<file path="config.mk">
export PLATFORM = sky130hd
export DESIGN_NAME = tsup_top
export DESIGN_NICKNAME = d
export VERILOG_FILES = /design/src/rtl/tsup_pkg.sv /design/src/rtl/tsup_irq.sv /design/src/rtl/tsup_sync2.sv /design/src/rtl/tsup_top.sv
export SDC_FILE = /design/constraint.sdc
export NUM_CORES = 1
export LEC_CHECK = 0
export BUFFER_PORTS_ARGS = -buffer_cell sky130_fd_sc_hd__buf_2
export CAP_MARGIN = 0
export CORE_ASPECT_RATIO = 1.1
export CORE_MARGIN = 10
export CORE_UTILIZATION = 50
export DETAILED_ROUTE_END_ITERATION = 8
export PLACE_DENSITY = 0.83
export SETUP_SLACK_MARGIN = 0.3
export SLEW_MARGIN = 10
export SYNTH_ARGS = -nofsm -noshare
export SYNTH_HDL_FRONTEND = slang
export SYNTH_HIERARCHICAL = 1
export SYNTH_SLANG_ARGS = --single-unit
</file>
<file path="constraint.sdc">
create_clock -name mclk -period 2.7 [get_ports mclk]
set_input_delay 0.405 -clock mclk [delete_from_list [all_inputs] [get_ports mclk]]
set_output_delay 0.405 -clock mclk [all_outputs]
set_load 0.005 [all_outputs]
</file>
<file path="src/rtl/tsup_pkg.sv">
// Shared constants, field layouts, helper functions and state type of the timeout supervisor
package tsup_pkg;

    // Bus geometry
    localparam int          ADDR_W          = 20;
    localparam int          DATA_W          = 32;
    localparam int          STRB_W          = 4;

    // Register indexes; the byte address is four times the index
    localparam logic [15:0] IDX_CONTROL     = 16'hf020;
    localparam logic [15:0] IDX_PRESC       = 16'hf021;
    localparam logic [15:0] IDX_WRAP        = 16'hf022;
    localparam logic [15:0] IDX_COUNT       = 16'hf023;
    localparam logic [15:0] IDX_TRIGGERED   = 16'hf024;
    localparam logic [15:0] IDX_INT_STATUS  = 16'hf028;
    localparam logic [15:0] IDX_INT_CLEAR   = 16'hf029;
    localparam logic [15:0] IDX_INT_ENABLE  = 16'hf02a;

    // Field positions and widths
    localparam int          CTL_COUNT_BIT   = 0;
    localparam int          CTL_ARM_BIT     = 1;
    localparam int          TRIG_FLAG_BIT   = 0;
    localparam int          PRESC_W         = 16;
    localparam int          COUNT_W         = 12;
    localparam int          EV_W            = 2;
    localparam int          EV_EXPIRE_BIT   = 0;
    localparam int          EV_WRAP_BIT     = 1;

    // Reset values
    localparam logic [PRESC_W-1:0] WRAP_RESET  = 16'hffff;
    localparam logic [COUNT_W-1:0] COUNT_RESET = 12'hfff;
    localparam logic [EV_W-1:0]    EV_RESET    = 2'h0;

    // Bus responses
    localparam logic [1:0]  RESP_OKAY       = 2'h0;
    localparam logic [1:0]  RESP_SLVERR     = 2'h2;

    // Length of the chip reset pulse
    localparam int          CLK_PERIOD_NS   = 50;
    localparam int          CHIP_RESET_NS   = 1000;
    localparam int          FIRE_W          = 6;
    localparam logic [FIRE_W-1:0] FIRE_CYCLES =
        FIRE_W'((CHIP_RESET_NS + CLK_PERIOD_NS - 1) / CLK_PERIOD_NS);

    // Supervisor states, Gray coded along idle, count, fire
    typedef enum logic [1:0] {
        ST_IDLE  = 2'h0,
        ST_COUNT = 2'h1,
        ST_FIRE  = 2'h3
    } tsup_state_t;

    // True when a byte address selects the word at a register index
    function automatic logic reg_hit(input logic [ADDR_W-1:0] addr, input logic [15:0] idx);
        return addr[ADDR_W-1:2] == {2'h0, idx};
    endfunction : reg_hit

    // Merges written bytes into an old word under the byte strobes
    function automatic logic [DATA_W-1:0] merge_strb(input logic [DATA_W-1:0] old_w,
                                                     input logic [DATA_W-1:0] new_w,
                                                     input logic [STRB_W-1:0] strb);
        logic [DATA_W-1:0] res;
        res = old_w;
        for (int i = 0; i < STRB_W; i++) begin
            if (strb[i]) begin
                res[i*8 +: 8] = new_w[i*8 +: 8];
            end
        end
        return res;
    endfunction : merge_strb

endpackage : tsup_pkg

</file>
<file path="src/rtl/tsup_irq.sv">
// Sticky event status, enable mask and interrupt level of the timeout supervisor
`timescale 1ns/10ps
module tsup_irq
    import tsup_pkg::*;
(
    input  wire logic                     mclk,
    input  wire logic                     reset_n,
    input  wire logic [tsup_pkg::EV_W-1:0] ev_set,
    input  wire logic                     clr_wr,
    input  wire logic [tsup_pkg::EV_W-1:0] clr_data,
    input  wire logic                     en_wr,
    input  wire logic [tsup_pkg::EV_W-1:0] en_data,
    output logic      [tsup_pkg::EV_W-1:0] status_r,
    output logic      [tsup_pkg::EV_W-1:0] enable_r,
    output logic                          irq_r
);

    // Sticky status; a new event beats a clear in the same cycle
    always_ff @(posedge mclk or negedge reset_n) begin
        if (!reset_n) begin
            status_r <= EV_RESET;
        end else begin
            status_r <= (status_r & ~(clr_wr ? clr_data : EV_RESET)) | ev_set;
        end
    end

    // Enable mask
    always_ff @(posedge mclk or negedge reset_n) begin
        if (!reset_n) begin
            enable_r <= EV_RESET;
        end else if (en_wr) begin
            enable_r <= en_data;
        end
    end

    // Level interrupt while any enabled bit is set
    always_ff @(posedge mclk or negedge reset_n) begin
        if (!reset_n) begin
            irq_r <= 1'b0;
        end else begin
            irq_r <= |(status_r & enable_r);
        end
    end

endmodule : tsup_irq

</file>
<file path="src/rtl/tsup_sync2.sv">
// Two flip-flop synchroniser for the oscillator pin
`timescale 1ns/10ps
module tsup_sync2 (
    input  wire logic mclk,
    input  wire logic reset_n,
    input  wire logic d,
    output logic      q
);

    logic meta_r;

    // First stage feeds only the second stage
    always_ff @(posedge mclk or negedge reset_n) begin
        if (!reset_n) begin
            meta_r <= 1'b0;
            q      <= 1'b0;
        end else begin
            meta_r <= d;
            q      <= meta_r;
        end
    end

endmodule : tsup_sync2

</file>
<file path="src/rtl/tsup_top.sv">
// Timeout supervisor: oscillator prescaler, timeout down-counter, chip reset and AXI4-Lite registers
//
// Implementation choice: the AXI4-Lite register port.
`timescale 1ns/10ps
// What this block does
// [RULE1] After reset the supervisor neither counts nor can reset the chip, both control bits being clear.
// [RULE2] Control bit 0 lets the prescaler and timeout counter advance; when clear nothing counts.
// [RULE3] Control bit 1 arms expiry to reset the chip; when clear the unit counts without resetting.
// [RULE4] The 16-bit prescaler adds one on each oscillator input rising edge while counting is on.
// [RULE5] When the prescaler equals the limit it returns to zero and the timeout counter drops by one.
// [RULE6] Software can read the current prescaler value as a read-only field for use as a time base.
// [RULE7] The 16-bit divider limit makes the timeout counter step once per limit plus one input edges.
// [RULE8] The 12-bit timeout counter counts down once per prescaler period and resets the chip at zero when armed.
// [RULE9] Software must rewrite the timeout counter with a nonzero value before it runs out.
// [RULE10] Unused bits of the five supervisor registers read as zero and ignore writes.
// [RULE11] A read-only flag goes to one when the supervisor resets the chip and only power-on clears it.
// [RULE12] A write to the timeout counter loads at once, and the counter holds at zero rather than wrap.
// [RULE13] The oscillator input is brought safely into the register clock domain before any logic uses it.
module tsup_top
    import tsup_pkg::*;
(
    input  wire logic                         mclk,
    input  wire logic                         reset_n,
    input  wire logic                         crystal_input_pin,
    input  wire logic [tsup_pkg::ADDR_W-1:0]  s_axi_awaddr,
    input  wire logic                         s_axi_awvalid,
    output logic                              s_axi_awready,
    input  wire logic [tsup_pkg::DATA_W-1:0]  s_axi_wdata,
    input  wire logic [tsup_pkg::STRB_W-1:0]  s_axi_wstrb,
    input  wire logic                         s_axi_wvalid,
    output logic                              s_axi_wready,
    output logic [1:0]                        s_axi_bresp,
    output logic                              s_axi_bvalid,
    input  wire logic                         s_axi_bready,
    input  wire logic [tsup_pkg::ADDR_W-1:0]  s_axi_araddr,
    input  wire logic                         s_axi_arvalid,
    output logic                              s_axi_arready,
    output logic [tsup_pkg::DATA_W-1:0]       s_axi_rdata,
    output logic [1:0]                        s_axi_rresp,
    output logic                              s_axi_rvalid,
    input  wire logic                         s_axi_rready,
    output logic                              chip_reset,
    output logic                              irq
);
    import tsup_pkg::*;

    // Bus side state
    logic [ADDR_W-1:0]   awaddr_r;
    logic [DATA_W-1:0]   wdata_r;
    logic [STRB_W-1:0]   wstrb_r;
    logic                aw_free_r;
    logic                w_free_r;
    logic                bvalid_r;
    logic [1:0]          bresp_r;
    logic                ar_free_r;
    logic                rvalid_r;
    logic [1:0]          rresp_r;
    logic [DATA_W-1:0]   rdata_r;

    // Supervisor state
    logic                ctl_count_r;
    logic                ctl_arm_r;
    logic [PRESC_W-1:0]  presc_r;
    logic [PRESC_W-1:0]  wrap_r;
    logic [COUNT_W-1:0]  count_r;
    logic                triggered_r;
    tsup_state_t         state_r;
    logic [FIRE_W-1:0]   fire_cnt_r;
    logic                chip_reset_r;
    logic                xin_sync;
    logic                xin_prev_r;

    // Interrupt block outputs
    logic [EV_W-1:0]     int_status;
    logic [EV_W-1:0]     int_enable;
    logic                irq_r;

    // Combinational terms
    logic                do_write;
    logic                wr_ctl;
    logic                wr_wrap;
    logic                wr_count;
    logic                wr_int_clr;
    logic                wr_int_en;
    logic                wr_known;
    logic [DATA_W-1:0]   wr_word;
    logic                xin_edge;
    logic                run;
    logic                wrap_evt;
    logic                fire_start;
    logic [EV_W-1:0]     ev_set;
    logic [DATA_W-1:0]   rd_word;
    logic                rd_known;

    // Oscillator pin crosses into mclk before use
    tsup_sync2 u_xin_sync (
        .mclk    (mclk),
        .reset_n (reset_n),
        .d       (crystal_input_pin),
        .q       (xin_sync)
    );

    // Remembers the synchronised level to find rising edges
    always_ff @(posedge mclk or negedge reset_n) begin
        if (!reset_n) begin
            xin_prev_r <= 1'b0;
        end else begin
            xin_prev_r <= xin_sync;
        end
    end

    // One-cycle pulse per oscillator rising edge
    assign xin_edge = xin_sync & ~xin_prev_r;  // [RULE13]

    // Write address channel: hold one address until the write completes
    always_ff @(posedge mclk or negedge reset_n) begin
        if (!reset_n) begin
            aw_free_r <= 1'b1;
            awaddr_r  <= '0;
        end else if (aw_free_r && s_axi_awvalid) begin
            aw_free_r <= 1'b0;
            awaddr_r  <= s_axi_awaddr;
        end else if (do_write) begin
            aw_free_r <= 1'b1;
        end
    end

    // Write data channel: taken independently of the address
    always_ff @(posedge mclk or negedge reset_n) begin
        if (!reset_n) begin
            w_free_r <= 1'b1;
            wdata_r  <= '0;
            wstrb_r  <= '0;
        end else if (w_free_r && s_axi_wvalid) begin
            w_free_r <= 1'b0;
            wdata_r  <= s_axi_wdata;
            wstrb_r  <= s_axi_wstrb;
        end else if (do_write) begin
            w_free_r <= 1'b1;
        end
    end

    // Write happens once both halves are held and no response is pending
    assign do_write   = !aw_free_r && !w_free_r && !bvalid_r;
    assign wr_ctl     = do_write && reg_hit(awaddr_r, IDX_CONTROL);
    assign wr_wrap    = do_write && reg_hit(awaddr_r, IDX_WRAP);
    assign wr_count   = do_write && reg_hit(awaddr_r, IDX_COUNT);
    assign wr_int_clr = do_write && reg_hit(awaddr_r, IDX_INT_CLEAR);
    assign wr_int_en  = do_write && reg_hit(awaddr_r, IDX_INT_ENABLE);
    assign wr_known   = reg_hit(awaddr_r, IDX_CONTROL) || reg_hit(awaddr_r, IDX_PRESC)
                     || reg_hit(awaddr_r, IDX_WRAP) || reg_hit(awaddr_r, IDX_COUNT)
                     || reg_hit(awaddr_r, IDX_TRIGGERED) || reg_hit(awaddr_r, IDX_INT_STATUS)
                     || reg_hit(awaddr_r, IDX_INT_CLEAR) || reg_hit(awaddr_r, IDX_INT_ENABLE);

    // Write response; unmapped addresses answer SLVERR
    always_ff @(posedge mclk or negedge reset_n) begin
        if (!reset_n) begin
            bvalid_r <= 1'b0;
            bresp_r  <= RESP_OKAY;
        end else if (do_write) begin
            bvalid_r <= 1'b1;
            bresp_r  <= wr_known ? RESP_OKAY : RESP_SLVERR;
        end else if (bvalid_r && s_axi_bready) begin
            bvalid_r <= 1'b0;
        end
    end

    // Read data selection; reserved bits are zero
    always_comb begin
        rd_word  = '0;
        rd_known = 1'b1;
        if (reg_hit(s_axi_araddr, IDX_CONTROL)) begin
            rd_word[CTL_COUNT_BIT] = ctl_count_r;  // [RULE10]
            rd_word[CTL_ARM_BIT]   = ctl_arm_r;
        end else if (reg_hit(s_axi_araddr, IDX_PRESC)) begin
            rd_word[PRESC_W-1:0] = presc_r;  // [RULE6]
        end else if (reg_hit(s_axi_araddr, IDX_WRAP)) begin
            rd_word[PRESC_W-1:0] = wrap_r;
        end else if (reg_hit(s_axi_araddr, IDX_COUNT)) begin
            rd_word[COUNT_W-1:0] = count_r;
        end else if (reg_hit(s_axi_araddr, IDX_TRIGGERED)) begin
            rd_word[TRIG_FLAG_BIT] = triggered_r;
        end else if (reg_hit(s_axi_araddr, IDX_INT_STATUS)) begin
            rd_word[EV_W-1:0] = int_status;
        end else if (reg_hit(s_axi_araddr, IDX_INT_ENABLE)) begin
            rd_word[EV_W-1:0] = int_enable;
        end else if (reg_hit(s_axi_araddr, IDX_INT_CLEAR)) begin
            rd_word = '0;
        end else begin
            rd_known = 1'b0;
        end
    end

    // Read channel: answer the cycle after the address is taken
    always_ff @(posedge mclk or negedge reset_n) begin
        if (!reset_n) begin
            ar_free_r <= 1'b1;
            rvalid_r  <= 1'b0;
            rresp_r   <= RESP_OKAY;
            rdata_r   <= '0;
        end else if (ar_free_r && s_axi_arvalid) begin
            ar_free_r <= 1'b0;
            rvalid_r  <= 1'b1;
            rresp_r   <= rd_known ? RESP_OKAY : RESP_SLVERR;
            rdata_r   <= rd_word;
        end else if (rvalid_r && s_axi_rready) begin
            ar_free_r <= 1'b1;
            rvalid_r  <= 1'b0;
        end
    end

    // Written word merged over the current control, limit or counter value, else over zero
    always_comb begin
        wr_word = wdata_r;
        if (reg_hit(awaddr_r, IDX_CONTROL)) begin
            wr_word = merge_strb({30'h0, ctl_arm_r, ctl_count_r}, wdata_r, wstrb_r);
        end else if (reg_hit(awaddr_r, IDX_WRAP)) begin
            wr_word = merge_strb({16'h0, wrap_r}, wdata_r, wstrb_r);
        end else if (reg_hit(awaddr_r, IDX_COUNT)) begin
            wr_word = merge_strb({20'h0, count_r}, wdata_r, wstrb_r);
        end else begin
            wr_word = merge_strb(32'h0, wdata_r, wstrb_r);
        end
    end

    // Control bits; cleared when the supervisor fires, as the chip reset would
    always_ff @(posedge mclk or negedge reset_n) begin
        if (!reset_n) begin
            ctl_count_r <= 1'b0;  // [RULE1]
            ctl_arm_r   <= 1'b0;
        end else if (fire_start) begin
            ctl_count_r <= 1'b0;
            ctl_arm_r   <= 1'b0;
        end else if (wr_ctl) begin
            ctl_count_r <= wr_word[CTL_COUNT_BIT];  // [RULE2]
            ctl_arm_r   <= wr_word[CTL_ARM_BIT];  // [RULE3]
        end
    end

    // Divider limit; upper bits are dropped
    always_ff @(posedge mclk or negedge reset_n) begin
        if (!reset_n) begin
            wrap_r <= WRAP_RESET;
        end else if (wr_wrap) begin
            wrap_r <= wr_word[PRESC_W-1:0];  // [RULE10]
        end
    end

    // Counting runs only while enabled and not firing
    assign run      = ctl_count_r && (state_r != ST_FIRE);  // [RULE2]
    assign wrap_evt = run && xin_edge && (presc_r == wrap_r);  // [RULE7]

    // Prescaler: count oscillator edges and wrap at the limit
    always_ff @(posedge mclk or negedge reset_n) begin
        if (!reset_n) begin
            presc_r <= '0;
        end else if (wrap_evt) begin
            presc_r <= '0;  // [RULE5]
        end else if (run && xin_edge) begin
            presc_r <= presc_r + 16'h0001;  // [RULE4]
        end
    end

    // Timeout counter: software load wins, otherwise step down and hold at zero
    always_ff @(posedge mclk or negedge reset_n) begin
        if (!reset_n) begin
            count_r <= COUNT_RESET;
        end else if (wr_count) begin
            count_r <= wr_word[COUNT_W-1:0];  // [RULE12]
        end else if (wrap_evt && (count_r != 12'h000)) begin
            count_r <= count_r - 12'h001;  // [RULE8]
        end
    end

    // Expiry while armed starts the chip reset
    assign fire_start = (state_r == ST_COUNT) && ctl_count_r && ctl_arm_r
                     && (count_r == 12'h000);  // [RULE8] [RULE3]

    // Supervisor sequencing
    always_ff @(posedge mclk or negedge reset_n) begin
        if (!reset_n) begin
            state_r <= ST_IDLE;
        end else begin
            case (state_r)
                ST_IDLE: begin
                    if (ctl_count_r) begin
                        state_r <= ST_COUNT;
                    end
                end
                ST_COUNT: begin
                    if (fire_start) begin
                        state_r <= ST_FIRE;
                    end else if (!ctl_count_r) begin
                        state_r <= ST_IDLE;
                    end
                end
                ST_FIRE: begin
                    if (fire_cnt_r == FIRE_W'(1)) begin
                        state_r <= ST_IDLE;
                    end
                end
                default: begin
                    state_r <= ST_IDLE;
                end
            endcase
        end
    end

    // Chip reset pulse length
    always_ff @(posedge mclk or negedge reset_n) begin
        if (!reset_n) begin
            fire_cnt_r <= '0;
        end else if (fire_start) begin
            fire_cnt_r <= FIRE_CYCLES;
        end else if (fire_cnt_r != '0) begin
            fire_cnt_r <= fire_cnt_r - FIRE_W'(1);
        end
    end

    // Registered chip reset output
    always_ff @(posedge mclk or negedge reset_n) begin
        if (!reset_n) begin
            chip_reset_r <= 1'b0;
        end else begin
            chip_reset_r <= fire_start || (fire_cnt_r > FIRE_W'(1));  // [RULE8]
        end
    end

    // Triggered flag; only the power-on reset clears it
    always_ff @(posedge mclk or negedge reset_n) begin
        if (!reset_n) begin
            triggered_r <= 1'b0;
        end else if (fire_start) begin
            triggered_r <= 1'b1;  // [RULE11]
        end
    end

    // Events: counter reaching zero, prescaler wrap
    always_comb begin
        ev_set                = EV_RESET;
        ev_set[EV_EXPIRE_BIT] = wrap_evt && (count_r == 12'h001) && !wr_count;
        ev_set[EV_WRAP_BIT]   = wrap_evt;
    end

    // Interrupt status and mask
    tsup_irq u_irq (
        .mclk     (mclk),
        .reset_n  (reset_n),
        .ev_set   (ev_set),
        .clr_wr   (wr_int_clr),
        .clr_data (wr_word[EV_W-1:0]),
        .en_wr    (wr_int_en),
        .en_data  (wr_word[EV_W-1:0]),
        .status_r (int_status),
        .enable_r (int_enable),
        .irq_r    (irq_r)
    );

    // Port drivers, all from flip-flops
    assign s_axi_awready = aw_free_r;
    assign s_axi_wready  = w_free_r;
    assign s_axi_bvalid  = bvalid_r;
    assign s_axi_bresp   = bresp_r;
    assign s_axi_arready = ar_free_r;
    assign s_axi_rvalid  = rvalid_r;
    assign s_axi_rresp   = rresp_r;
    assign s_axi_rdata   = rdata_r;
    assign chip_reset    = chip_reset_r;
    assign irq           = irq_r;

endmodule : tsup_top

</file>
---- Yosys cells after proc, flatten, opt, wreduce, memory -nomap -nowiden ----
Index checks and enable logic that the tools add are counted.
Widths: inputs -> output; s select.
storage, ports and cells
  flip-flop bits (word level) ............. 161
  logic and storage cells ................. 182
cells by class
  add/subtract/negate cells ............... 3
  $lt $le $gt $ge ......................... 1
  eq/ne operators ......................... 26
  muxes and demuxes ....................... 71
  bitwise gates (word level) .............. 6
  reductions and logical operators ........ 48
operators with widths
  operator               count
  $eq 18x16->1 const B   16
  $mux 32                7
  $mux 16                9
  $mux 30                3
  $mux 8                 7
  $mux 12                3
  $mux 31                1
  $mux 2                 15
  $mux 1                 22
  $logic_and 1x1->1      21
  $mux 20                1
  $add 16x1->16 const B  1
  $eq 16x16->1           1
  $reduce_bool 2->1      8
  $eq 12x1->1 const B    1
  $logic_not 12->1       1
  $mux 6                 2
  $reduce_bool 12->1     1
  $sub 12x1->12 const B  1
  $logic_or 1x1->1       8
  $eq 6x1->1 const B     1
  $gt 6x1->1 const B     1
  $ne 2x2->1 const B     3
  $ne 3x3->1 const B     2
  15 further kinds       19

---- Longest topological paths before layout ----
Gate-level depths: netlist (run 1).
  word-level depth ........................ 20
  gate-level depth with buffers ........... 8
  depth with buffers taken out ............ 7

---- Modules after synthesis ----
Netlist (run 1), hierarchy kept.
by module, submodules not included
  module      times used  cells an instance  area each (µm²)  sequential area each (µm²)
  tsup_top    1           595                6388.6           2941.6
  tsup_irq    1           12                 186.4            125.1
  tsup_sync2  1           2                  50.0             50.0

---- Worst setup path before layout (run 1) ----
No wires, ideal clock.
  kind .................................... flip-flop to flip-flop
  start point ............................. register awaddr_r[19]
  end point ............................... register u_irq/enable_r[0] (netlist name)
  data arrival time ....................... 1.943 ns
  required time ........................... 2.575 ns
  setup slack ............................. 0.631 ns
  cell stages (with the launch flop) ...... 6
  buffers on the path ..................... 0
  path through ............................ dfrtp_1 > or4_1 > nor3_4 > nand2_1 > nor3_1 > mux2_4
between the ends
  elaborated cells on any way between the ends .. 8
  classes of those cells .................. eq/ne (4); mux (3); reduce/logical (1)
RTL lines
  element                   line             source
  start: declaration        tsup_top.sv:48   logic [ADDR_W-1:0] awaddr_r;
  start signal: assignment  tsup_top.sv:122  awaddr_r <= s_axi_awaddr;
  $eq 18x16->1              tsup_pkg.sv:54   return addr[ADDR_W-1:2] == {2'h0, idx};
  $logic_and 1x1->1         tsup_top.sv:149  assign wr_int_en = do_write && reg_hit(awaddr_r, IDX_INT_ENABLE);
  named net wr_int_en       tsup_top.sv:84   logic wr_int_en;
  end signal: assignment    tsup_irq.sv:32   enable_r <= en_data;
  end: declaration          tsup_irq.sv:14   output logic [tsup_pkg::EV_W-1:0] enable_r,
The timed path passes the listed nets, and every way through them passes these cells.
A chain may end at the register's enable or synchronous reset.

---- Final worst setup path (run 1) ----
  start point ............................. register awaddr_r[8]
  end point ............................... register wrap_r[14]
between the ends
  word-level cells in the longest chain between the ends .. 4
  elaborated cells on any way between the ends .. 9
  classes of those cells .................. eq/ne (4); mux (3); reduce/logical (2)
ends and longest elaborated chain
  element                 line             source
  $eq 18x16->1            tsup_pkg.sv:54
  $mux 16                 tsup_top.sv:219  end else if (reg_hit(awaddr_r, IDX_COUNT)) begin
  $mux 16                 tsup_top.sv:217  end else if (reg_hit(awaddr_r, IDX_WRAP)) begin
  $mux 16                 tsup_top.sv:215  if (reg_hit(awaddr_r, IDX_CONTROL)) begin
  end signal: assignment  tsup_top.sv:245  wrap_r <= wr_word[PRESC_W-1:0];
  end: declaration        tsup_top.sv:64   logic [PRESC_W-1:0] wrap_r;
Several ways; a longest one is shown, not always the timed one.

==> key figures, run 1 <==
STA
  – Peak Freq: 439.7 MHz
  – Tightest Pin Transition: a little under 0.8 ns
  – Setup Skew: 0.007989 ns
  – Max-slew headroom: 48.44%
  – Final period util: 84.22%
  – Final setup violation count: 0
  – Minimum clock period: 2.274 ns
  – Fin worst setup slack: around 0.43 ns
  – Unrepaired setup endpoints after global routing: no
  – Slew Viols, Final: 0
  – Hold Fails Final Rpt: 0
  – Setup tns final: 0 ns
  – Hold WS: 0.09630 ns

Layout
  – Nets: ~790
  – Antenna diodes: 0
  – Area Overhead vs Synth: 16.36%
  – # fillers: 1,062
  – Layout cells sized above 1: a little over a third

Detailed routing
  – DR WL/cell: approximately 18 µm
  – WL final: around 16 mm
  – Total number of vias: approximately 4.9k
  – Initial DRC count: 398
  – DR DRC count: 0
  – DR vias/cell: 5.648
  – Detail Route Antenna Nets: 0
  – Pre-Repair DR Iteration Count: 5

Logic synthesis
  – Area leader, netlist: dfrtp_1
  – Syn Inst Count: roughly 610
  – Post-synth EDFFs: 0
  – Sequential-to-total area share from yosys stat: 47.04%
  – Syn_area_per_cell: 10.88 µm²
  – Synth cell types: 70
  – Synth top area cells: dfrtp_1 (35%), dfstp_2 (12%), mux2_2 (7.1%)
  – Mapped Area: 0.006625 mm²
  – Most common cell in the netlist: dfrtp_1
  – Main synth FF type: dfrtp_1
  – Seq cells post-synth: 123
  – Ys Warns: 6
  – Async set-reset flop share out of synthesis: 100.0%
  – Synth top area share: a little over a third
  – Commonest cells in the synthesized netlist: dfrtp_1 (92), nand2_1 (55), mux2_2 (42), nor2_1 (40), dfstp_2 (31)

Critical path
  – Required time of the critical path: between 3 and 4 ns
  – CP endpoint kind: register
  – CP max FO: 4
  – Internal reg-to-reg setup slack: 0.43 ns
  – Setup CP Type: reg -> reg
  – Critical Path AT: 2.61 ns
  – Worst r2r dst: wrap_r[14]
  – Reg2Reg Depth: 6
  – Startpoint types: register
  – Reg2reg start: awaddr_r[8]

Placement
  – RD Place Congestion: 0.9046
  – Pre-CTS WS: 0.4050 ns
  – HPWL Detailed: 11.53 mm
  – IO Port Bufs: 86

Floorplan
  – Die W: 129.8 µm
  – Site row count: 44
  – Core Area: 0.01310 mm²
  – Die area: 0.01826 mm²
  – Initial core utilization: 50.56%
  – Die Height: 140.7 µm
  – Io pins: 127

CTS
  – Clk_lat worst skew: 0.42 ns
  – Sink Count: 123
  – Worst-path clk slew: 0.05 ns
  – TritonCTS clock tree: yes
  – CTS buffer count: 17
  – CTS max path bufs: 2
  – H-tree depth: 4
  – Clock root cell: clkbuf_16

Power and ir drop
  – Leakage power: 3.607 nW
  – Peak VDD IR: 0.6666 mV
  – PwrDens: 732.1 mW/mm²

Status
  – Outcome: completed

Hold path
  – Min-Delay Path Depth: 1
  – Hold WC Path Type: in -> reg
  – Worst Hold End: u_xin_sync/meta_r
  – Hold Startpoint: crystal_input_pin

GRT
  – Antenna violations before repair: 0
  – Gr ovfl total: 0
  – First-pass GRT wire length: ~26 mm
  – GR Util All Layers: 17.43%
  – Vias in the first global route: 5,110
  – Largest net degree at the start of global routing: 52

Run
  – # Max-Cap Violations: 0
per-layer routing:
metal | part of all wire (%) | wire, µm | up-vias | track usage [%]
li1 | - | - | 2311 | -
met1 | 40 | 6251 | 2394 | 21.06
met2 | 49 | 7659 | 179 | 28.54
met3 | 8.3 | 1281 | 30 | 4.614
met4 | 2.1 | 321 | 0 | 7.524
met5 | 0 | 0 | - | 0
final cells by class:
type / count / area, µm² / area share [%]
Sequential cell: 123 / 3117 / 40.43
Timing Repair Buffer: 96 / 535.5 / 6.947
Multi-Input combinational cell: 445 / 3239 / 42.02
Clock inverter: 8 / 65.06 / 0.8440
Inverter: 13 / 48.80 / 0.6330
Clock buffer: 24 / 501.7 / 6.509
Tap cell: 161 / 201.4 / 2.613
worst max-delay path by stage:
stage                 startpoint                end  slack, ns
floorplan           awaddr_r[19]  u_irq/enable_r[0]       0.63
global placement    awaddr_r[19]  u_irq/enable_r[1]       0.50
detailed placement  awaddr_r[19]  u_irq/enable_r[1]       0.41
CTS                 awaddr_r[19]  u_irq/enable_r[1]       0.40
global route        awaddr_r[19]         count_r[4]       0.32
finish               awaddr_r[8]         wrap_r[14]       0.43
state kept, by name, indices dropped and copies added, names as in the netlist, 2 cells and up:
| name | count |
|---|---|
| s_axi_rdata | 16 |
| count_r | 12 |
| u_irq/enable_r | 2 |
| presc_r | 16 |
| wstrb_r | 2 |
| wdata_r | 16 |
| fire_cnt_r | 6 |
| wrap_r | 16 |
| state_r | 2 |
| awaddr_r | 18 |
| u_irq/status_r | 2 |
worst max-delay path, stage by stage, from the launching register on:
cell and delay (ns):
dfrtp_1 0.39, or4_1 0.54, nor4_2 0.25, nand3_2 0.20, nor3_4 0.28, nand2_2 0.19, mux2_4 0.34
report_power, final:
part | total, mW | switching (mW) | internal, mW | leakage, nW
Sequential | 2.50 | 0.318 | 2.18 | 1.51
Combinational | 0.988 | 0.493 | 0.495 | 1.80
Clock | 2.15 | 0.779 | 1.37 | 0.289
Total | 5.64 | 1.59 | 4.05 | 3.61
placed cells by master, fill, tap and decap left out, types with 4 or more instances in the layout:
| cell | Yosys | final |
|---|---|---|
| a22oi_1 | 7 | 7 |
| xor2_1 | 26 | 26 |
| xnor2_1 | 14 | 14 |
| conb_1 | 1 | 18 |
| mux2i_1 | 26 | 26 |
| o21ai_2 | 10 | 10 |
| nor4_1 | 8 | 8 |
| nand4_1 | 8 | 8 |
| dfrtp_1 | 92 | 92 |
| mux2_2 | 42 | 42 |
| nand2_2 | 7 | 7 |
| mux2_4 | 6 | 6 |
| and3_1 | 4 | 4 |
| inv_1 | 12 | 12 |
| or2_2 | 5 | 5 |
| o31ai_1 | 11 | 11 |
| a21oi_1 | 17 | 17 |
| clkbuf_8 | 0 | 5 |
| buf_2 | 6 | 85 |
| ha_1 | 6 | 6 |
| clkinv_2 | 0 | 7 |
| nor2_1 | 40 | 40 |
| nand2b_1 | 5 | 5 |
| nor3_1 | 23 | 22 |
| or3_1 | 5 | 5 |
| nand2_1 | 55 | 55 |
| buf_4 | 20 | 8 |
| nand3_1 | 8 | 8 |
| dfstp_2 | 31 | 31 |
| nor4_2 | 7 | 7 |
| clkbuf_16 | 0 | 17 |
| a21o_1 | 14 | 14 |
| o21ai_0 | 23 | 23 |
per-stage QoR:
step	utilization, %	cell area (µm²)	total power, mW	instances
after floorplan	-	6689	3.210	626
after CTS	58.74	7696	5.682	869
after detailed placement	54.34	7119	3.509	836
final	58.83	7709	5.643	870
after global placement	54.34	7119	3.428	836
after global routing	58.83	7709	5.915	870
logic make-up after synthesis:
family	Yosys count	share of synthesized area [%]
xor+xnor	40	5.288
mux	75	12.77
buf+inv	58	5.099
flops	123	47.04
fa+ha+maj	6	1.133
compound gates	99	10.48
other cells	1	0.05660
simple gates	207	18.13
repair_timing:
item | 4_1_cts | 5_1_grt
setup endpoints to repair | 0 | 3
buffers inserted | 0 | 1
resized for setup | 0 | 1
hold buffers | 1 | 0
hold endpoints to repair | 22 | 0
Power figures use the tool's default switching activity.
==> run 2, diff against run 1 <==
--- a/config.mk
+++ b/config.mk
@@ -5,6 +5,7 @@
 export SDC_FILE = /design/constraint.sdc
 export NUM_CORES = 1
 export LEC_CHECK = 0
+export ABC_AREA = 1
 export BUFFER_PORTS_ARGS = -buffer_cell sky130_fd_sc_hd__buf_2
 export CAP_MARGIN = 0
 export CORE_ASPECT_RATIO = 1.1
==> constraint.sdc (replaced) <==
create_clock -name mclk -period 2.1 [get_ports mclk]
set_input_delay 0.315 -clock mclk [delete_from_list [all_inputs] [get_ports mclk]]
set_output_delay 0.315 -clock mclk [all_outputs]
set_load 0.005 [all_outputs]
==> key figures, run 2 <==
STA
  – Final setup violation count: 0 (unchanged)
  – Max-slew headroom: 59.43% (+11 points)
  – Hold WS: 0.04243 ns (-0.05386 ns)
  – Minimum clock period: 1.866 ns (-0.4079 ns)
  – Unrepaired setup endpoints after global routing: yes
  – Tightest Pin Transition: 0.6040 ns (-0.1676 ns)
  – Setup tns final: 0 ns (unchanged)
  – Setup Skew: 0.007541 ns (-0.0004483 ns)
  – Slew Viols, Final: 0 (unchanged)
  – Hold Fails Final Rpt: 0 (unchanged)
  – Peak Freq: 535.9 MHz (+22%)
  – Final period util: 88.86% (+4.6 points)

Layout
  – Area Overhead vs Synth: 28.18%
  – Nets: 1,132 (+44%)
  – Commonest non-fill, non-tap cell in the layout: nand2_1
  – Most frequent cells in the layout: nand2_1 (193), inv_1 (106), dfrtp_1 (91), buf_2 (85), nand3_1 (72)
  – Max FFs per register: 18 (unchanged)
  – Antenna diodes: 0 (unchanged)
  – # fillers: 1,106 (+4.1%)
  – Largest reg by FF count: awaddr_r
  – Layout cells sized above 1: 32.04% (-3.9 points)
  – Non-Filler Instances: 1,243 (+43%)
  – Fin area: 0.009111 mm² (+18%)

Critical path
  – Slowest stage cell, crit path: dfstp_2
  – Most frequent CP cell: nand3_2
  – Startpoint types: register
  – Worst-path cell chain: xnor2_2 -> nand3_1 -> or2_1 -> nor2_2 -> nand3_2 -> nor2_4 -> buf_12 -> nand3_4 -> nand3_2
  – Top delay family on crit path: simple AND/OR/NAND/NOR gates
  – CP endpoint kind: register
  – Critical path buffers and inverters: 1 (+1)
  – Critical path's largest stage delay: 0.55 ns (about the same)
  – Critical Path AT: 2.23 ns (-0.38 ns)
  – Setup CP Type: reg -> reg
  – CP max FO: 7 (+3)
  – Required time of the critical path: 2.46 ns (-0.58 ns)

GRT
  – Gr ovfl total: 0 (unchanged)
  – Antenna violations before repair: 0 (unchanged)
  – Vias in the first global route: 6,537 (+28%)
  – Largest net degree at the start of global routing: 51 (-1.9%)
  – GR Util All Layers: 19.71% (+2.3 points)
  – First-pass GRT wire length: 31.68 mm (+23%)

Power and ir drop
  – Peak VDD IR: 0.9506 mV (+43%)
  – Power share of the combinational group: 22.5% (+5.0 points)
  – Sw frac: 30.25% (+2.1 points)
  – Leakage power: 4.513 nW (+25%)
  – Switching power: 2.418 mW (+52%)
  – Int Pwr: 5.574 mW (+38%)
  – Clock power share: 37.7% (-0.5 points)
  – PwrDens: 877.1 mW/mm² (+20%)
  – Reg power frac: 39.8% (-4.5 points)

Placement
  – Placed cell count: 1,185 (+42%)
  – RD Place Congestion: 0.9829 (+8.7%)
  – DP Area: 0.007848 mm² (+10%)
  – HPWL Detailed: 14.22 mm (+23%)
  – IO Port Bufs: 86 (unchanged)

Detailed routing
  – DR DRC count: 0 (unchanged)
  – Total number of vias: 7,000 (+42%)
  – DR vias/cell: 5.632 (-0.30%)
  – Initial DRC count: 793 (+99%)
  – Detail Route Antenna Nets: 0 (unchanged)
  – DR WL/cell: 16.76 µm (-6.0%)
  – WL final: 20.83 mm (+34%)
  – Pre-Repair DR Iteration Count: 5 (unchanged)

CTS
  – Clock root cell: clkbuf_16
  – H-tree depth: 4 (unchanged)
  – CTS max path bufs: 2 (unchanged)
  – Worst-path clk slew: 0.06 ns (about the same)
  – Clk_lat worst skew: 0.42 ns (about the same)
  – TritonCTS clock tree: yes
  – Sink Count: 123 (unchanged)
  – CTS buffer count: 17 (unchanged)

Logic synthesis
  – Async set-reset flop share out of synthesis: 100.0% (unchanged)
  – Synth top area cells: dfrtp_1 (32%), dfstp_2 (11%), nand2_1 (11%)
  – Synth top area share: 32.39% (-2.4 points)
  – Mapped Area: 0.007108 mm² (+7.3%)
  – Syn_area_per_cell: 7.880 µm² (-28%)
  – Area leader, netlist: dfrtp_1
  – Sequential-to-total area share from yosys stat: 43.85% (-3.2 points)
  – Seq cells post-synth: 123 (unchanged)
  – Commonest cells in the synthesized netlist: nand2_1 (213), inv_1 (111), dfrtp_1 (92), nand3_1 (92), nor2_1 (63)
  – Syn Inst Count: 902 (+48%)
  – Ys Warns: 6 (unchanged)
  – Main synth FF type: dfrtp_1
  – Synth cell types: 40 (-43%)
  – Post-synth EDFFs: 0 (unchanged)
  – Most common cell in the netlist: nand2_1

Floorplan
  – Die area: 0.01939 mm² (+6.2%)
  – Die W: 133.7 µm (+3.0%)
  – Core Area: 0.01385 mm² (+5.7%)
  – Initial core utilization: 51.32% (+0.76 points)
  – Die Height: 145.1 µm (+3.1%)
  – Site row count: 45 (+2.3%)
  – Io pins: 127 (unchanged)

Run
  – # Max-Cap Violations: 0 (unchanged)

Hold path
  – Hold WC Path Type: in -> reg

Status
  – Outcome: completed
==> run 2: cell types whose count changed in the layout (fill, tap and decap cells not counted), moves of 26 or more <==
cell     previous run  this run
nand2_1            55       193
inv_1              12       106
nand4_1             8        47
buf_4               8        46
mux2i_1            26         0
nand3_1             8        72
==> run 2: repair_timing <==
action                                 4_1_cts  5_1_grt
hold buffers                                 2        0
gates cloned                                 0        4
setup endpoints to repair                   39       52
endpoints found under the hold margin       26        0
pin swaps                                    3       40
gates resized for setup                     12       98
setup buffers                                4       16
==> run 2: power groups by stage <==
stage | combinational (mW) | clock (mW) | sequential (mW)
final | 1.80 | 3.01 | 3.18
after global routing | 1.98 | 3.16 | 3.23
after CTS | 1.63 | 3.03 | 3.15
after detailed placement | 1.59 | 0 | 3.18
after global placement | 1.54 | 0 | 3.15
after floorplan | 1.18 | 0 | 3.07
==> run 2: stage by stage <==
| step | total power [mW] | util, % | worst slack [ns] |
|---|---|---|---|
| final | 7.992 | 65.78 | 0.2338 |
| after global routing | 8.377 | 65.78 | 0.1423 |
| after CTS | 7.807 | 61.77 | 0.2930 |
| after detailed placement | 4.764 | 56.66 | 0.1432 |
| after global placement | 4.685 | 56.66 | 0.1884 |
| after floorplan | 4.244 | - | 0.4382 |
==> run 2: kinds of logic after synthesis <==
kind of cell    after synthesis  synth area share (%)
xor+xnor                     20                 2.464
other cells                   1               0.05276
compound gates               89                 7.287
mux                          31                 4.911
simple gates                474                 30.54
fa+ha+maj                     6                 1.056
buf+inv                     158                 9.840
flops                       123                 43.85
==> run 2: final cells by class <==
type                            count  area [µm²]  area share (%)
Clock buffer                       25       495.5           5.438
Multi-Input combinational cell    639        3700           40.61
Timing Repair Buffer              146        1013           11.12
Tap cell                          188       235.2           2.582
Inverter                          115       436.7           4.793
Sequential cell                   123        3118           34.22
Clock inverter                      7       112.6           1.236
==> run 2: final timing paths <==
kind                                   startpoint       endpoint  slack, ns  cells after the start
worst min register to register  u_xin_sync/meta_r   u_xin_sync/q       0.35                      0
worst min-delay path                s_axi_awvalid  s_axi_awready       0.04                      2
max in group asynchronous                 reset_n     wrap_r[15]       0.98                      3
min in group asynchronous                 reset_n   awaddr_r[16]       0.41                      2
worst max-delay path                    wrap_r[8]     count_r[8]       0.23                      9
worst max register to register          wrap_r[8]     count_r[8]       0.23                      9
==> run 2: worst register-to-register path, cell delays in order (launching register included) <==
cell and delay (ns):
dfstp_2 0.55, xnor2_2 0.12, nand3_1 0.13, or2_1 0.26
nor2_2 0.16, nand3_2 0.14, nor2_4 0.15, buf_12 0.14
nand3_4 0.08, nand3_2 0.08
==> run 2: routing by layer <==
metal  global-route usage (%)  share of wire [%]  wire length, µm  vias up
met1                    24.20                 40             8279     3288
met3                    5.621                9.0             1875       82
met4                    6.972                3.4              704        0
li1                         -                  -                -     3239
met5                        0                  0                0        -
met2                    32.21                 48             9968      391
==> run 3, diff against run 2 <==
--- a/config.mk
+++ b/config.mk
@@ -5,7 +5,6 @@
 export SDC_FILE = /design/constraint.sdc
 export NUM_CORES = 1
 export LEC_CHECK = 0
-export ABC_AREA = 1
 export BUFFER_PORTS_ARGS = -buffer_cell sky130_fd_sc_hd__buf_2
 export CAP_MARGIN = 0
 export CORE_ASPECT_RATIO = 1.1
==> key figures, run 3 (synthesis gave the netlist of run 1 again) <==
STA
  – Hold WS: 0.05671 ns (+0.01428 ns)
  – Slew Viols, Final: 0 (unchanged)
  – Final period util: 105.4% (+17 points)
  – Tightest Pin Transition: 0.7272 ns (+0.1232 ns)
  – Unrepaired setup endpoints after global routing: yes
  – Setup tns final: -1.081 ns (-1.081 ns)
  – Max-slew headroom: 51.40% (-8.0 points)
  – Minimum clock period: 2.213 ns (+0.3473 ns)
  – Fin worst setup slack: -0.1135 ns (-0.3473 ns)
  – Setup Skew: 0.004962 ns (-0.002579 ns)
  – Final setup violation count: 20 (+20)
  – Hold Fails Final Rpt: 0 (unchanged)
  – Peak Freq: 451.8 MHz (-16%)

Detailed routing
  – DR DRC count: 0 (unchanged)
  – Pre-Repair DR Iteration Count: 6 (+1)
  – DR WL/cell: 21.87 µm (+31%)
  – WL final: 20.30 mm (-2.6%)
  – Total number of vias: 5,691 (-19%)
  – Initial DRC count: 648 (-18%)
  – Detail Route Antenna Nets: 0 (unchanged)
  – DR vias/cell: 6.133 (+8.9%)

Hold path
  – Min-Delay Path Depth: 2 (unchanged)
  – Worst Hold End: s_axi_awready
  – Hold WC Path Type: in -> reg
  – Hold Startpoint: s_axi_awvalid

Layout
  – Area Overhead vs Synth: 30.37%
  – Commonest non-fill, non-tap cell in the layout: dfrtp_1
  – Nets: 845 (-25%)
  – Layout cells sized above 1: 47.46% (+15 points)
  – Largest reg by FF count: awaddr_r
  – FF/Latch Area: 0.003118 mm² (unchanged)
  – Max FFs per register: 18 (unchanged)
  – Most frequent cells in the layout: dfrtp_1 (91), buf_2 (85), buf_4 (52), nand2_1 (48), mux2_2 (40)
  – Area used by multi-input combinational logic: 0.003680 mm² (-0.54%)
  – Antenna diodes: 0 (unchanged)
  – # fillers: 895 (-19%)
  – Fin area: 0.008637 mm² (-5.2%)

GRT
  – First-pass GRT wire length: 28.57 mm (-9.8%)
  – Antenna violations before repair: 0 (unchanged)
  – Largest net degree at the start of global routing: 65 (+27%)
  – Vias in the first global route: 5,666 (-13%)
  – Gr ovfl total: 0 (unchanged)
  – GR Util All Layers: 19.49% (-0.22 points)

CTS
  – H-tree depth: 4 (unchanged)
  – CTS buffer count: 17 (unchanged)
  – CTS max path bufs: 2 (unchanged)
  – TritonCTS clock tree: yes
  – Sink Count: 123 (unchanged)
  – Clk_lat worst skew: 0.41 ns (about the same)
  – Worst-path clk slew: 0.05 ns (about the same)
  – Clock root cell: clkbuf_16

Placement
  – DP Area: 0.007386 mm² (-5.9%)
  – Pre-CTS WS: -0.04694 ns (-0.1901 ns)
  – HPWL Detailed: 12.11 mm (-15%)
  – RD Place Congestion: 0.9197 (-6.4%)
  – IO Port Bufs: 86 (unchanged)

Status
  – Outcome: complete, but fails checks
  – Failing checks: negative setup slack

Run
  – # Max-Cap Violations: 0 (unchanged)

Floorplan
  – Die Height: 140.7 µm (-3.0%)
  – Core Area: 0.01310 mm² (-5.4%)
  – Site row count: 44 (-2.2%)
  – Io pins: 127 (unchanged)
  – Initial core utilization: 50.56% (-0.76 points)
  – Die W: 129.8 µm (-2.9%)
  – Die area: 0.01826 mm² (-5.8%)

Power and ir drop
  – Leakage power: 3.978 nW (-12%)
  – Peak VDD IR: 1.018 mV (+7.1%)
  – PwrDens: 875.5 mW/mm² (-0.18%)

Critical path
  – CP endpoint kind: register
  – Worst-path cell chain: xor2_1 -> nor4_2 -> nand3_2 -> buf_6 -> nor4_2 -> xnor2_1 -> mux2i_2
  – Worst r2r dst: count_r[8]
  – Required time of the critical path: 2.44 ns (-0.02 ns)
  – Most frequent CP cell: nor4_2
  – Startpoint types: register
  – Reg2Reg Depth: 7 (-2)
  – Critical path's largest stage delay: 0.55 ns (about the same)
  – Reg2reg start: wrap_r[8]
  – CP max FO: 10 (+3)
  – Setup CP Type: reg -> reg
  – Slowest stage cell, crit path: dfstp_2
  – Critical Path AT: 2.55 ns (+0.32 ns)
  – Internal reg-to-reg setup slack: -0.11 ns (-0.35 ns)
run 3: where the power goes:
part	leakage, nW	internal (mW)	total (mW)	switching [mW]
sequential	1.51	2.81	3.26	0.456
clock	0.283	1.82	2.85	1.02
combinational	2.18	0.697	1.45	0.757
total	3.98	5.32	7.56	2.24
run 3: worst max path at each step:
stage	slack [ns]	start	to
4_1_cts	-0.06	awaddr_r[19]	count_r[3]
3_5_place_dp	-0.05	awaddr_r[19]	count_r[2]
2_1_floorplan	0.17	awaddr_r[19]	u_irq/enable_r[0]
6_report	-0.11	wrap_r[8]	count_r[8]
5_1_grt	-0.24	awaddr_r[12]	wrap_r[1]
3_3_place_gp	-0.008	awaddr_r[8]	wrap_r[14]
run 3: layer usage:
layer / wire (µm) / global-route usage (%)
met3: 1888 / 5.551
met4: 898 / 11.32
met1: 7403 / 22.23
met2: 10110 / 31.83
met5: 0 / 0
run 3: timing repair:
action | CTS | global route
gates resized for setup | 29 | 62
endpoints found under the hold margin | 93 | 0
hold buffers | 2 | 0
setup buffers | 11 | 15
endpoints found under the setup margin | 51 | 59
cloned | 5 | 0
pin swaps | 11 | 35
run 3: stage by stage:
| stage | utilization (%) | power, mW | std cells |
|---|---|---|---|
| floorplan | - | 4.150 | 626 |
| global placement | 56.37 | 4.477 | 864 |
| detailed placement | 56.37 | 4.584 | 864 |
| CTS | 62.74 | 7.479 | 913 |
| global route | 65.92 | 7.890 | 928 |
| finish | 65.92 | 7.562 | 928 |
run 3: final cells by class:
class	instances	share of cell area, %
multi-input combinational	449	42.60
sequential	123	36.10
timing repair buffer	150	11.46
clock buffer	23	5.534
tap	161	2.332
clock inverter	8	1.072
inverter	13	0.7098
timing repair inverter	1	0.1883
run 3: worst max-delay path, delay by kind of cell (launching register included):
kind / cells / cell delay [ns]
simple gates: 3 / 1.00
flops: 1 / 0.55
mux: 1 / 0.16
buf+inv: 1 / 0.20
xor+xnor: 2 / 0.22
